==> src/adt_pkg.sv <==
// Purpose: Constants for the converter result and trigger control block
// Assumes: Classic Wishbone register access, 8-bit data in low lane
// Notes:   Offsets are word indices; byte address is four times the index
package adt_pkg;

  // ----------------------------------------------------------------
  // Register indices
  // ----------------------------------------------------------------
  localparam logic [7:0] ADT_IDX_TRIG_CTRL = 8'h7b;
  localparam logic [7:0] ADT_IDX_RES_LOW   = 8'h78;
  localparam logic [7:0] ADT_IDX_RES_HIGH  = 8'h79;
  localparam logic [7:0] ADT_IDX_CTRL_A    = 8'h7a;
  localparam logic [7:0] ADT_IDX_IN_SEL    = 8'h7c;
  localparam logic [7:0] ADT_IDX_PIN_DIS   = 8'h7e;
  localparam int         ADT_ADDR_W        = 10;

  // ----------------------------------------------------------------
  // Field positions
  // ----------------------------------------------------------------
  localparam int ADT_TRIG_CMP_MUX_BIT = 6;
  localparam int ADT_CTRL_EN_BIT      = 7;
  localparam int ADT_CTRL_ATE_BIT     = 5;
  localparam int ADT_CTRL_DONE_BIT    = 4;
  localparam int ADT_SEL_LADJ_BIT     = 5;
  localparam logic [7:0] ADT_TRIG_RW_MASK = 8'h47;
  localparam logic [7:0] ADT_CTRL_RW_MASK = 8'ha0;
  localparam logic [7:0] ADT_SEL_RW_MASK  = 8'h2f;

  // ----------------------------------------------------------------
  // Reset values
  // ----------------------------------------------------------------
  localparam logic [7:0] ADT_RST_BYTE = 8'h00;
  localparam logic [9:0] ADT_RST_RES  = 10'h000;

  // ----------------------------------------------------------------
  // Trigger sources
  // ----------------------------------------------------------------
  typedef enum logic [2:0] {
    ADT_SRC_FREE  = 3'b000,
    ADT_SRC_ACMP  = 3'b001,
    ADT_SRC_EXT0  = 3'b010,
    ADT_SRC_T0CA  = 3'b011,
    ADT_SRC_T0OV  = 3'b100,
    ADT_SRC_T1CB  = 3'b101,
    ADT_SRC_T1OV  = 3'b110,
    ADT_SRC_T1CAP = 3'b111
  } adt_src_t;

  // Bus slave states
  typedef enum logic [0:0] {
    ADT_BUS_IDLE = 1'b0,
    ADT_BUS_ACK  = 1'b1
  } adt_bus_t;

endpackage

==> src/adt_ctrl.sv <==
// Purpose: Converter control: registers, trigger select, result pair
// Assumes: Classic Wishbone slave, 32-bit data, 8-bit registers low lane
// Notes:   Analog core sits outside; it returns done with data
//
// Behaviour
// Finished conversion result is stored across the two result bytes.
// After low byte read, result holds until high byte read; a result done in the same cycle as the low byte read still loads.
// Software reads low byte first, or high byte alone if left adjusted.
// Adjust bit set gives left adjusted result; clear gives right adjusted.
// Trigger source field acts only while auto trigger is enabled.
// Rising edge of selected source flag starts a conversion.
// Switching from a clear to a set source makes a trigger edge.
// Free running selection never itself makes a trigger event.
// Source codes: free, comparator, ext0, t0 A, t0 ovf, t1 B, ovf, cap.
// Reserved trigger control bits read zero; software writes them zero.
// Disable bit turns off pin input buffer and reads pin as zero.
// Software should disable buffers of pins used only as analog.
// Edges found by comparing flag with its previous cycle value.
//
// Decided for this implementation: the Wishbone interface to the registers.
`timescale 1ns/10ps
module adt_ctrl
  import adt_pkg::*;
(
  // Clock and reset
  input  wire logic                  mclk_in,
  input  wire logic                  reset_in,
  // Wishbone slave
  input  wire logic                  wb_cyc_in,
  input  wire logic                  wb_stb_in,
  input  wire logic                  wb_we_in,
  input  wire logic [3:0]            wb_sel_in,
  input  wire logic [adt_pkg::ADT_ADDR_W-1:0] wb_adr_in,
  input  wire logic [31:0]           wb_dat_in,
  output logic      [31:0]           wb_dat_out,
  output logic                       wb_ack_out,
  // Trigger source flags, bit i is source code i
  input  wire logic [7:0]            src_flags_in,
  // Analog core
  input  wire logic                  conv_done_in,
  input  wire logic [9:0]            conv_data_in,
  output logic                       conv_start_out,
  output logic                       conv_enable_out,
  output logic [3:0]                 chan_sel_out,
  output logic                       cmp_mux_en_out,
  // Pin inputs
  input  wire logic [7:0]            pin_raw_in,
  output logic [7:0]                 pin_value_out,
  output logic [7:0]                 buf_disable_out
);
  import adt_pkg::*;

  // ----------------------------------------------------------------
  // State
  // ----------------------------------------------------------------
  adt_bus_t    bus_q;
  adt_bus_t    bus_d;
  logic [7:0]  trig_q;
  logic [7:0]  trig_d;
  logic [7:0]  ctrl_q;
  logic [7:0]  ctrl_d;
  logic [7:0]  sel_q;
  logic [7:0]  sel_d;
  logic [7:0]  dis_q;
  logic [7:0]  dis_d;
  logic        done_q;
  logic        done_d;
  logic [31:0] rdat_q;
  logic [31:0] rdat_d;
  logic        busy_q;
  logic        busy_d;
  logic        fin_q;
  logic        fin_d;
  logic [7:0]  idx;
  logic        req;
  logic        wr;
  logic        rd_low;
  logic        rd_high;
  logic        trig_start;
  logic        start;
  logic [7:0]  res_low;
  logic [7:0]  res_high;
  logic [7:0]  wbyte;
  logic [7:0]  rbyte;

  assign idx   = wb_adr_in[ADT_ADDR_W-1:2];
  assign req   = wb_cyc_in & wb_stb_in & (bus_q == ADT_BUS_IDLE);
  assign wr    = req & wb_we_in & wb_sel_in[0];
  assign wbyte = wb_dat_in[7:0];

  // ----------------------------------------------------------------
  // Read mux
  // ----------------------------------------------------------------
  always_comb
  begin
    rd_low  = 1'b0;
    rd_high = 1'b0;
    unique case (idx)
      ADT_IDX_TRIG_CTRL: rbyte = trig_q & ADT_TRIG_RW_MASK;
      ADT_IDX_RES_LOW:
      begin
        rbyte  = res_low;
        rd_low = req & ~wb_we_in;
      end
      ADT_IDX_RES_HIGH:
      begin
        rbyte   = res_high;
        rd_high = req & ~wb_we_in;
      end
      ADT_IDX_CTRL_A:    rbyte = ctrl_q | {3'h0, done_q, 4'h0};
      ADT_IDX_IN_SEL:    rbyte = sel_q;
      ADT_IDX_PIN_DIS:   rbyte = dis_q;
      default:           rbyte = 8'h00;
    endcase
  end

  // ----------------------------------------------------------------
  // Register and bus next state
  // ----------------------------------------------------------------
  always_comb
  begin
    bus_d  = (bus_q == ADT_BUS_IDLE && wb_cyc_in && wb_stb_in)
           ? ADT_BUS_ACK : ADT_BUS_IDLE;
    rdat_d = req ? {24'h000000, rbyte} : rdat_q;
    trig_d = trig_q;
    ctrl_d = ctrl_q;
    sel_d  = sel_q;
    dis_d  = dis_q;
    if (wr)
    begin
      unique case (idx)
        ADT_IDX_TRIG_CTRL: trig_d = wbyte & ADT_TRIG_RW_MASK;
        ADT_IDX_CTRL_A:    ctrl_d = wbyte & ADT_CTRL_RW_MASK;
        ADT_IDX_IN_SEL:    sel_d  = wbyte & ADT_SEL_RW_MASK;
        ADT_IDX_PIN_DIS:   dis_d  = wbyte;
        default:           trig_d = trig_q;
      endcase
    end
  end

  always_ff @(posedge mclk_in or posedge reset_in)
  begin
    if (reset_in)
    begin
      bus_q  <= ADT_BUS_IDLE;
      rdat_q <= 32'h00000000;
      trig_q <= ADT_RST_BYTE;
      ctrl_q <= ADT_RST_BYTE;
      sel_q  <= ADT_RST_BYTE;
      dis_q  <= ADT_RST_BYTE;
    end
    else
    begin
      bus_q  <= bus_d;
      rdat_q <= rdat_d;
      trig_q <= trig_d;
      ctrl_q <= ctrl_d;
      sel_q  <= sel_d;
      dis_q  <= dis_d;
    end
  end

  // ----------------------------------------------------------------
  // Completion flag, busy and free running restart
  // ----------------------------------------------------------------
  always_comb
  begin
    done_d = done_q;
    if (wr && idx == ADT_IDX_CTRL_A && wbyte[ADT_CTRL_DONE_BIT])
      done_d = 1'b0;
    // Set wins over software clear
    if (conv_done_in)
      done_d = 1'b1;
    busy_d = busy_q;
    if (start)
      busy_d = 1'b1;
    if (conv_done_in)
      busy_d = 1'b0;
    fin_d  = conv_done_in;
  end

  always_ff @(posedge mclk_in or posedge reset_in)
  begin
    if (reset_in)
    begin
      done_q <= 1'b0;
      busy_q <= 1'b0;
      fin_q  <= 1'b0;
    end
    else
    begin
      done_q <= done_d;
      busy_q <= busy_d;
      fin_q  <= fin_d;
    end
  end

  assign wb_ack_out = (bus_q == ADT_BUS_ACK);
  assign wb_dat_out = rdat_q;

  // ----------------------------------------------------------------
  // Trigger and result
  // ----------------------------------------------------------------
  adt_trig u_trig (
    .mclk_in      (mclk_in),
    .reset_in     (reset_in),
    .auto_en_in   (ctrl_q[ADT_CTRL_ATE_BIT]),
    .conv_en_in   (ctrl_q[ADT_CTRL_EN_BIT]),
    .src_sel_in   (adt_src_t'(trig_q[2:0])),
    .src_flags_in (src_flags_in),
    .start_out    (trig_start)
  );

  // Free running restarts on completion, never on the flag level
  assign start = ~busy_q & (trig_start
               | (ctrl_q[ADT_CTRL_ATE_BIT] & ctrl_q[ADT_CTRL_EN_BIT]
                  & (trig_q[2:0] == ADT_SRC_FREE) & fin_q));

  adt_result u_res (
    .mclk_in     (mclk_in),
    .reset_in    (reset_in),
    .done_in     (conv_done_in),
    .data_in     (conv_data_in),
    .left_adj_in (sel_q[ADT_SEL_LADJ_BIT]),
    .rd_low_in   (rd_low),
    .rd_high_in  (rd_high),
    .low_out     (res_low),
    .high_out    (res_high),
    .locked_out  ()
  );

  assign conv_start_out  = start;
  assign conv_enable_out = ctrl_q[ADT_CTRL_EN_BIT];
  assign chan_sel_out    = sel_q[3:0];
  assign cmp_mux_en_out  = trig_q[ADT_TRIG_CMP_MUX_BIT];
  assign buf_disable_out = dis_q;
  assign pin_value_out   = pin_raw_in & ~dis_q;

  property p_pin_zero;
    @(posedge mclk_in) disable iff (reset_in)
    (wr && idx == ADT_IDX_PIN_DIS) |=> ((pin_value_out & dis_q) == 8'h00
      && buf_disable_out == $past(wbyte));
  endproperty
  a_pin_zero: assert property (p_pin_zero)
    else $error("Disabled pin input not zero");

  property p_resv;
    @(posedge mclk_in) disable iff (reset_in)
    (wr && idx == ADT_IDX_TRIG_CTRL) |=> ((trig_q & 8'hb8) == 8'h00);
  endproperty
  a_resv: assert property (p_resv)
    else $error("Reserved trigger bits stored");

  property p_ack;
    @(posedge mclk_in) disable iff (reset_in)
    (wb_cyc_in && wb_stb_in && !wb_ack_out) |=> wb_ack_out ##1 !wb_ack_out;
  endproperty
  a_ack: assert property (p_ack) // Wishbone answer timing, decided for this implementation
    else $error("Bus answer not one cycle after request");

  // ----------------------------------------------------------------
  // Trigger, read and completion flag checks
  // ----------------------------------------------------------------
  property p_free_select;
    @(posedge mclk_in) disable iff (reset_in)
    (trig_q[2:0] == ADT_SRC_FREE && $past(trig_q[2:0]) != ADT_SRC_FREE
     && !fin_q) |-> !conv_start_out;
  endproperty
  a_free_select: assert property (p_free_select)
    else $error("Selecting free running made a start");

  property p_start_enable;
    @(posedge mclk_in) disable iff (reset_in)
    conv_start_out |-> (ctrl_q[ADT_CTRL_EN_BIT] && ctrl_q[ADT_CTRL_ATE_BIT]
      && !busy_q);
  endproperty
  a_start_enable: assert property (p_start_enable)
    else $error("Start while disabled or busy");

  property p_trig_read;
    @(posedge mclk_in) disable iff (reset_in)
    (req && !wb_we_in && idx == ADT_IDX_TRIG_CTRL)
      |=> ((wb_dat_out[7:0] & ~ADT_TRIG_RW_MASK) == 8'h00);
  endproperty
  a_trig_read: assert property (p_trig_read)
    else $error("Reserved trigger bits read as one");

  property p_high_read;
    @(posedge mclk_in) disable iff (reset_in)
    (req && !wb_we_in && idx == ADT_IDX_RES_HIGH)
      |=> (wb_dat_out == {24'h000000, $past(res_high)});
  endproperty
  a_high_read: assert property (p_high_read)
    else $error("High result byte read wrong");

  property p_low_read;
    @(posedge mclk_in) disable iff (reset_in)
    (req && !wb_we_in && idx == ADT_IDX_RES_LOW)
      |=> (wb_dat_out == {24'h000000, $past(res_low)});
  endproperty
  a_low_read: assert property (p_low_read)
    else $error("Low result byte read wrong");

  property p_done_set;
    @(posedge mclk_in) disable iff (reset_in)
    conv_done_in |=> done_q;
  endproperty
  a_done_set: assert property (p_done_set)
    else $error("Completion flag not set");
endmodule

==> src/adt_trig.sv <==
// Purpose: Auto trigger source selection and rising edge detection
// Assumes: Source flags are synchronous levels
// Notes:   One-cycle start pulse out
`timescale 1ns/10ps
module adt_trig
  import adt_pkg::*;
(
  // Clock and reset
  input  wire logic       mclk_in,
  input  wire logic       reset_in,
  // Control
  input  wire logic       auto_en_in,
  input  wire logic       conv_en_in,
  input  wire adt_src_t   src_sel_in,
  input  wire logic [7:0] src_flags_in,
  // Result
  output logic            start_out
);
  import adt_pkg::*;

  logic sel_flag;
  logic prev_q;
  logic prev_d;

  // ----------------------------------------------------------------
  // Selected flag; free running never edges
  // ----------------------------------------------------------------
  always_comb
  begin
    sel_flag = (src_sel_in == ADT_SRC_FREE) ? 1'b0
             : src_flags_in[src_sel_in];
    prev_d   = sel_flag;
  end

  always_ff @(posedge mclk_in or posedge reset_in)
  begin
    if (reset_in)
      prev_q <= 1'b0;
    else
      prev_q <= prev_d;
  end

  // Edge also arises from switching to a set source
  assign start_out = auto_en_in & conv_en_in & sel_flag & ~prev_q;

  property p_edge_start;
    @(posedge mclk_in) disable iff (reset_in)
    (auto_en_in && conv_en_in && sel_flag && !$past(sel_flag)
     && !$past(reset_in)) |-> start_out;
  endproperty
  a_edge_start: assert property (p_edge_start)
    else $error("Rising trigger edge gave no start");

  property p_no_auto;
    @(posedge mclk_in) disable iff (reset_in)
    !auto_en_in |-> !start_out;
  endproperty
  a_no_auto: assert property (p_no_auto)
    else $error("Start without auto trigger enable");

  property p_free_quiet;
    @(posedge mclk_in) disable iff (reset_in)
    (src_sel_in == ADT_SRC_FREE) |-> !start_out;
  endproperty
  a_free_quiet: assert property (p_free_quiet)
    else $error("Free running source made a trigger");

  property p_level_quiet;
    @(posedge mclk_in) disable iff (reset_in)
    (sel_flag && $stable(src_sel_in)) ##1 (sel_flag && $stable(src_sel_in))
      |-> !start_out;
  endproperty
  a_level_quiet: assert property (p_level_quiet)
    else $error("Start on a steady high flag");
endmodule

==> src/adt_result.sv <==
// Purpose: Result byte pair with high byte lock and adjustment
// Assumes: Read strobes are one-cycle pulses
// Notes:   Lock opens on high byte read
`timescale 1ns/10ps
module adt_result
  import adt_pkg::*;
(
  // Clock and reset
  input  wire logic       mclk_in,
  input  wire logic       reset_in,
  // Converter side
  input  wire logic       done_in,
  input  wire logic [9:0] data_in,
  input  wire logic       left_adj_in,
  // Read strobes
  input  wire logic       rd_low_in,
  input  wire logic       rd_high_in,
  // Bytes
  output logic [7:0]      low_out,
  output logic [7:0]      high_out,
  output logic            locked_out
);
  import adt_pkg::*;

  logic [9:0] res_q;
  logic [9:0] res_d;
  logic       lock_q;
  logic       lock_d;

  // ----------------------------------------------------------------
  // Update and lock
  // ----------------------------------------------------------------
  always_comb
  begin
    lock_d = lock_q;
    res_d  = res_q;
    if (rd_low_in)
      lock_d = 1'b1;
    if (rd_high_in)
      lock_d = 1'b0;
    if (done_in && !lock_q)
      res_d = data_in;
  end

  always_ff @(posedge mclk_in or posedge reset_in)
  begin
    if (reset_in)
    begin
      res_q  <= ADT_RST_RES;
      lock_q <= 1'b0;
    end
    else
    begin
      res_q  <= res_d;
      lock_q <= lock_d;
    end
  end

  // Left adjust puts bits 9:2 in high byte
  always_comb
  begin
    if (left_adj_in)
    begin
      high_out = res_q[9:2];
      low_out  = {res_q[1:0], 6'h00};
    end
    else
    begin
      high_out = {6'h00, res_q[9:8]};
      low_out  = res_q[7:0];
    end
  end
  assign locked_out = lock_q;

  property p_hold;
    @(posedge mclk_in) disable iff (reset_in)
    lock_q |=> $stable(res_q);
  endproperty
  a_hold: assert property (p_hold)
    else $error("Result changed while locked");

  property p_load;
    @(posedge mclk_in) disable iff (reset_in)
    (done_in && !lock_q) |=> (res_q == $past(data_in));
  endproperty
  a_load: assert property (p_load)
    else $error("Finished result not stored");
endmodule

==> config.mk <==
export PLATFORM = sky130hd
export DESIGN_NAME = adt_ctrl
export DESIGN_NICKNAME = d
export VERILOG_FILES = /design/src/adt_pkg.sv /design/src/adt_ctrl.sv /design/src/adt_trig.sv /design/src/adt_result.sv
export SDC_FILE = /design/constraint.sdc
export NUM_CORES = 1
export LEC_CHECK = 0
export BUFFER_PORTS_ARGS = -buffer_cell sky130_fd_sc_hd__buf_2
export CAP_MARGIN = 20
export CORE_MARGIN = 2
export CORE_UTILIZATION = 45
export CTS_CLUSTER_SIZE = 25
export DETAILED_ROUTE_END_ITERATION = 10
export PLACE_DENSITY = 0.81
export SLEW_MARGIN = 30
export SYNTH_ARGS = -nofsm -noshare
export SYNTH_HDL_FRONTEND = slang
export SYNTH_SLANG_ARGS = --single-unit
==> constraint.sdc <==
create_clock -name mclk_in -period 3.62 [get_ports mclk_in]
set_input_delay 0.724 -clock mclk_in [delete_from_list [all_inputs] [get_ports mclk_in]]
set_output_delay 0.724 -clock mclk_in [all_outputs]
set_load 0.02 [all_outputs]
# --- Word level (Yosys, flattened, before mapping) ---
# Cells that the tools add are included.
totals:
  regBits: 43
  output_inout_bits: 56
op_classes:
  magnitude_cmp: 1
  n_eq_ne: 6
  mux: 15
  n_bitwise: 19
  n_reduce_logical: 14
ops:
  columns: ["operator", "count"]
  rows:
  - ["$eq 8x7->1 const B", 6]
  - ["$pmux 8 s6", 1]
  - ["$mux 8", 2]
  - ["$and 1x1->1", 11]
  - ["$mux 1", 11]
  - ["$and 8x8->8", 1]
  - ["$not 8->8", 1]
  - ["$or 8x5->8", 1]
  - ["$reduce_and 2->1", 4]
  - ["$reduce_bool 2->1", 3]
  - ["$logic_and 1x1->1", 5]
  - ["$lt 3x4->1 const B", 1]
  - ["$not 1->1", 4]
  - ["$bmux 1 s3", 1]
  - ["$logic_not 3->1", 1]
  - ["$logic_not 1->1", 1]
  - ["$or 1x1->1", 1]

# --- Longest topological paths before layout ---
logic_depth:
  depth_word: 9
  mapped_depth: 5

# --- By module ---
# Synthesis repeated with hierarchy kept, for this count alone.
hier_totals:
  hier_cells: 230
  hier_area_um2: 2588.7
by_module_without_submodules:
  columns: ["mod", "instances", "cells_per_inst", "area_each_um2"]
  rows:
  - ["adt_ctrl", 1, 176, 1901.8]
  - ["adt_result", 1, 44, 584.3]
  - ["adt_trig", 1, 10, 102.6]

# --- Least setup slack after synthesis ---
# Ideal clock, no wire load.
synth_timing:
  kind: "input -> output"
  startpoint: "in src_flags_in[4]"
  endpoint: "out conv_start_out"
  t_arrival_ns: 1.780
  t_required_ns: 2.896
  path_slack_ns: 1.116
  path_stages: 4
  path_buffers: 0
  path_cell_list: "a211oi_1 a31oi_1 nand4_1 o41ai_1"
synth_between:
  elab_chain_cells: 7
synth_rtl:
  columns: ["element", "line_no", "text"]
  rows:
  - ["start, declared", "adt_ctrl.sv:38", "input wire logic [7:0] src_flags_in,"]
  - ["$bmux 1 s3", "adt_trig.sv:31", ": src_flags_in[src_sel_in];"]
  - ["$mux 1 (not written as such)", "adt_trig.sv:31", null]
  - ["$mux 1", "adt_trig.sv:30", "sel_flag = (src_sel_in == ADT_SRC_FREE) ? 1'b0"]
  - ["$and 1x1->1 (2 in a row)", "adt_trig.sv:44", "assign start_out = auto_en_in & conv_en_in & sel_flag & ~prev_q;"]
  - ["$or 1x1->1", "adt_ctrl.sv:216", "| (ctrl_q[ADT_CTRL_ATE_BIT] & ctrl_q[ADT_CTRL_EN_BIT]"]
  - ["$and 1x1->1", "adt_ctrl.sv:215", "assign start = ~busy_q & (trig_start"]
  - ["end, declared", "adt_ctrl.sv:42", "output logic conv_start_out,"]
# No other way between the ends. The select of a mux whose other input is x is not followed.

# --- Final worst setup path ---
layout_timing:
  startpoint: "reg trig_q[0]"
  endpoint: "out conv_start_out"
layout_between:
  elab_chain_cells: 7
  elab_cells_between_ends: 10
  cone_classes: "mux: 3; bitwise: 6; reduce/logical: 1"
layout_rtl:
  columns: ["element", "line_no", "text"]
  rows:
  - ["start, declared", "adt_ctrl.sv:58", "logic [7:0] trig_q;"]
  - ["start signal, assigned", "adt_ctrl.sv:156", "trig_q <= trig_d;"]
  - ["$bmux 1 s3", "adt_trig.sv:31", null]
  - ["$mux 1 (not written as such)", "adt_trig.sv:31", null]
  - ["$mux 1", "adt_trig.sv:30", null]
  - ["$and 1x1->1 (2 in a row)", "adt_trig.sv:44", null]
  - ["$or 1x1->1 *", "adt_ctrl.sv:216", null]
  - ["$and 1x1->1 *", "adt_ctrl.sv:215", null]
# Mark *: on every way between the ends. The rest lies on a longest branch, timed or not. The select of a mux whose other input is x is not followed.

==> results.toml <==
[layout]
seqCellArea_sq_um = 1076
final_util_pct = 55.77
postLayoutCellArea_sq_um = 2867
stdcell_count = 364
syn_to_final_growth_pct = 18.34
multi_input_area_sq_um = 1187
fin_nets = 371
num_antenna_cells = 0
nFillCells = 449
drive_above_1_share_pct = 45.24

[clocking]
post_cts_resized = 0
root_buffer = "clkbuf_8"
max-clock-path-buffers = 2
worstSkewPairLatency_ps = 280
cts_buffers = 5
cts.clk_slew.worst_paths_ps = 80
clkSinkCount = 43
postCtsSetupBuffers = 0
hold_buffers = 0
htreeDepth = 2
cts_tree = "done"

[worst_hold_path]
min_path_type = "flop to flop"

[grt]
grt.overflow.total = 0
grt_pass1_vias = 1860
track_usage_pct = 18.17
grt_max_degree = 24
grt_pass1_wl_um = 8707
antenna_found_initial = 0

[route]
wl_per_cell_um = 14.43
viasPerCell = 5.247
vias = 1910
drc = 0
ant_nets = 0
drt_iter0_markers = 92
totalWireLength_um = 5253
firstDrtPassIters = 4

[yosys]
syn-cell-area_sq_um = 2422
yosysUniqueCellTypes = 43
postSynthAreaPerCell_sq_um = 11.37
yosysSeqAreaShare_pct = 44.42
syn_inst = 213
synth_top_area_share_pct = 44.42
synth-warning-count = 0
synth_area_leaders = "dfrtp_1 (44%), mux2_2 (16%), buf_4 (8.1%), nor2b_1 (3.4%), mux2i_1 (2.5%)"
synth_largest_area_cell = "dfrtp_1"
ys_ff_latch = 43

[placed_design]
placed_area_sq_um = 2785
routabilityCongestion = 0.8258
portBuffers = 80
dp.cells = 356
dp_hpwl_um = 4051

[power_and_ir_drop]
vdd_drop_max_mv = 0.2217
netSwitchingPower_uw = 250.4
pwr-share-clk_pct = 30.6
power_frac_comb_pct = 15.1
internal_power_uw = 685.3
total_power_uw = 935.8
cellPowerDensity_nw_per_um2 = 326.4
p_sw_share_pct = 26.76
leakage_nw = 1.480
seqPwrFrac_pct = 54.3

[floorplan]
core_area_sq_um = 5140
start_util_pct = 47.13
die_x_um = 77.37
die-area_sq_um = 5986
die-height_um = 77.37
ioPinCount = 134
fp-row-count = 26

[timing]
setup-tns-final_ps = 0
slew_headroom_pct = 48.15
skew_ps = 3.827
max_freq_mhz = 386.5
timing.final.crit_period_ps = 2587
period_share_pct = 71.47
setup_violations = 0
worstMarginPinSlew_ps = 776.9
rsz0062_at_grt = "false"
hold_violations = 0
slew_viol_final = 0

[critical_path]
max_stage_delay_ps = 530
crit_family = "compound AO/OA/AOI/OAI gates"
cp_slowest_cell = "dfrtp_1"
worstSetupStartpointType = "flop"
crit_arrival_ps = 1860
critPathMaxFanout = 8
required_ps = 2900
worstSetupPathType = "flop to primary output"
crit_path_cell_trace = "a211oi_1 > a31oi_1 > nand4_1 > o41ai_1 > buf_2"
critPathCaptureType = "primary output"
crit_buf_inv = 1

[run]
drv_cap = 0

[status]
status = "complete, no violations"
path summary, 6_finish.rpt:
| kind | start | endpoint | slack [ps] | depth (start not counted) |
|---|---|---|---|---|
| min | wb_dat_out[1] | wb_dat_out[1] | 480 | 2 |
| max reg2reg | wb_ack_out | buf_disable_out[2] | 1900 | 5 |
| max in group asynchronous | reset_in | wb_dat_out[4] | 2270 | 3 |
| min in group asynchronous | reset_in | wb_dat_out[7] | 570 | 2 |
| min reg2reg | wb_dat_out[1] | wb_dat_out[1] | 480 | 2 |
| max | trig_q[0] | conv_start_out | 1030 | 5 |
logic make-up after synthesis:
kind of cell / share of synthesized area [%]
simple gates: 15.50
buf+inv: 10.12
other cells: 0.1548
mux: 19.22
flops: 44.42
compound gates: 10.59
per-layer routing:
layer  routed length [um]  share of wire [%]  GRT usage [%]  vias to the layer above
li1                     -                  -              -                      880
met1                 2059                 39          22.34                      915
met2                 2622                 50          30.96                      105
met3                  480                9.1          5.465                       10
met4                   90                1.7          5.179                        0
met5                    0                  0              0                        -
cell type report:
cell class	instances	share of cell area [%]
sequential	43	37.54
multi-input combinational	155	41.42
tap	70	3.055
clock buffer	7	2.663
inverter	7	0.9166
clock inverter	1	0.1746
timing repair buffer	81	14.23
cell usage after synthesis, drive strengths merged:
cell type and number:
a22oi 3, nand2 10, mux2 34, a31o 1, o31a 1, nor2b 13, a32oi 2, nor2 13
nand4 5, inv 7, clkbuf 1, nand3b 3, a2bb2oi 1, mux4 1, dfrtp 43, a211oi 2
buf 30, a32o 1, a21oi 3, a211o 1, or3 1, and3 1, and2b 1, nor3 2
a221oi 3, mux2i 6, o21ai 7, o31ai 2, conb 1, a31oi 2, and4bb 1, nand3 3
o41ai 2, nor4 2, a22o 4
worst register-to-register path: cells and delay by family (launching register included):
family,cells,cell delay [ps]
buf+inv,1,160
flops,1,380
mux,1,360
simple gates,3,720
state kept, by name, summed over array words and instances (netlist names):
signal and cells:
u_res.res_q 10, buf_disable_out 8, sel_q 5, trig_q 4
busy_q 1, done_q 1, u_res.locked_out 1, wb_ack_out 1
u_trig.prev_q 1, wb_dat_out 8, ctrl_q 2, fin_q 1
power groups by stage:
stage	Sequential, mW	Clock, mW	Combinational [mW]
after global placement	0.516	0	0.138
after global routing	0.510	0.318	0.156
final	0.508	0.286	0.141
after CTS	0.508	0.294	0.142
after floorplan	0.515	0	0.112
after detailed placement	0.517	0	0.141
cells in the final DEF (no fill, tap or decap), drive strengths merged:
cell,n
clkinv,1
a22o,4
or3,1
o31ai,2
a31oi,2
a221oi,3
clkbuf,7
nor2,13
a2bb2oi,1
and3,1
a32oi,2
mux2,34
nand2,10
nor2b,13
nor4,2
o21ai,7
nand3b,3
a211o,1
o31a,1
mux2i,6
nand3,3
a32o,1
and4bb,1
mux4,1
a21oi,3
o41ai,2
buf,81
and2b,1
nor3,2
inv,7
dfrtp,43
conb,24
a31o,1
nand4,5
a22oi,3
a211oi,2
metrics by stage:
stage / hold WS (ps) / setup slack, ps
2_1_floorplan: 434.6 / 1116
3_3_place_gp: 441.3 / 1228
3_5_place_dp: 465.5 / 1107
4_1_cts: 481.9 / 1045
5_1_grt: 497.8 / 928.5
6_report: 480.3 / 1033
Note: power is estimated with default switching activity, not from simulation.
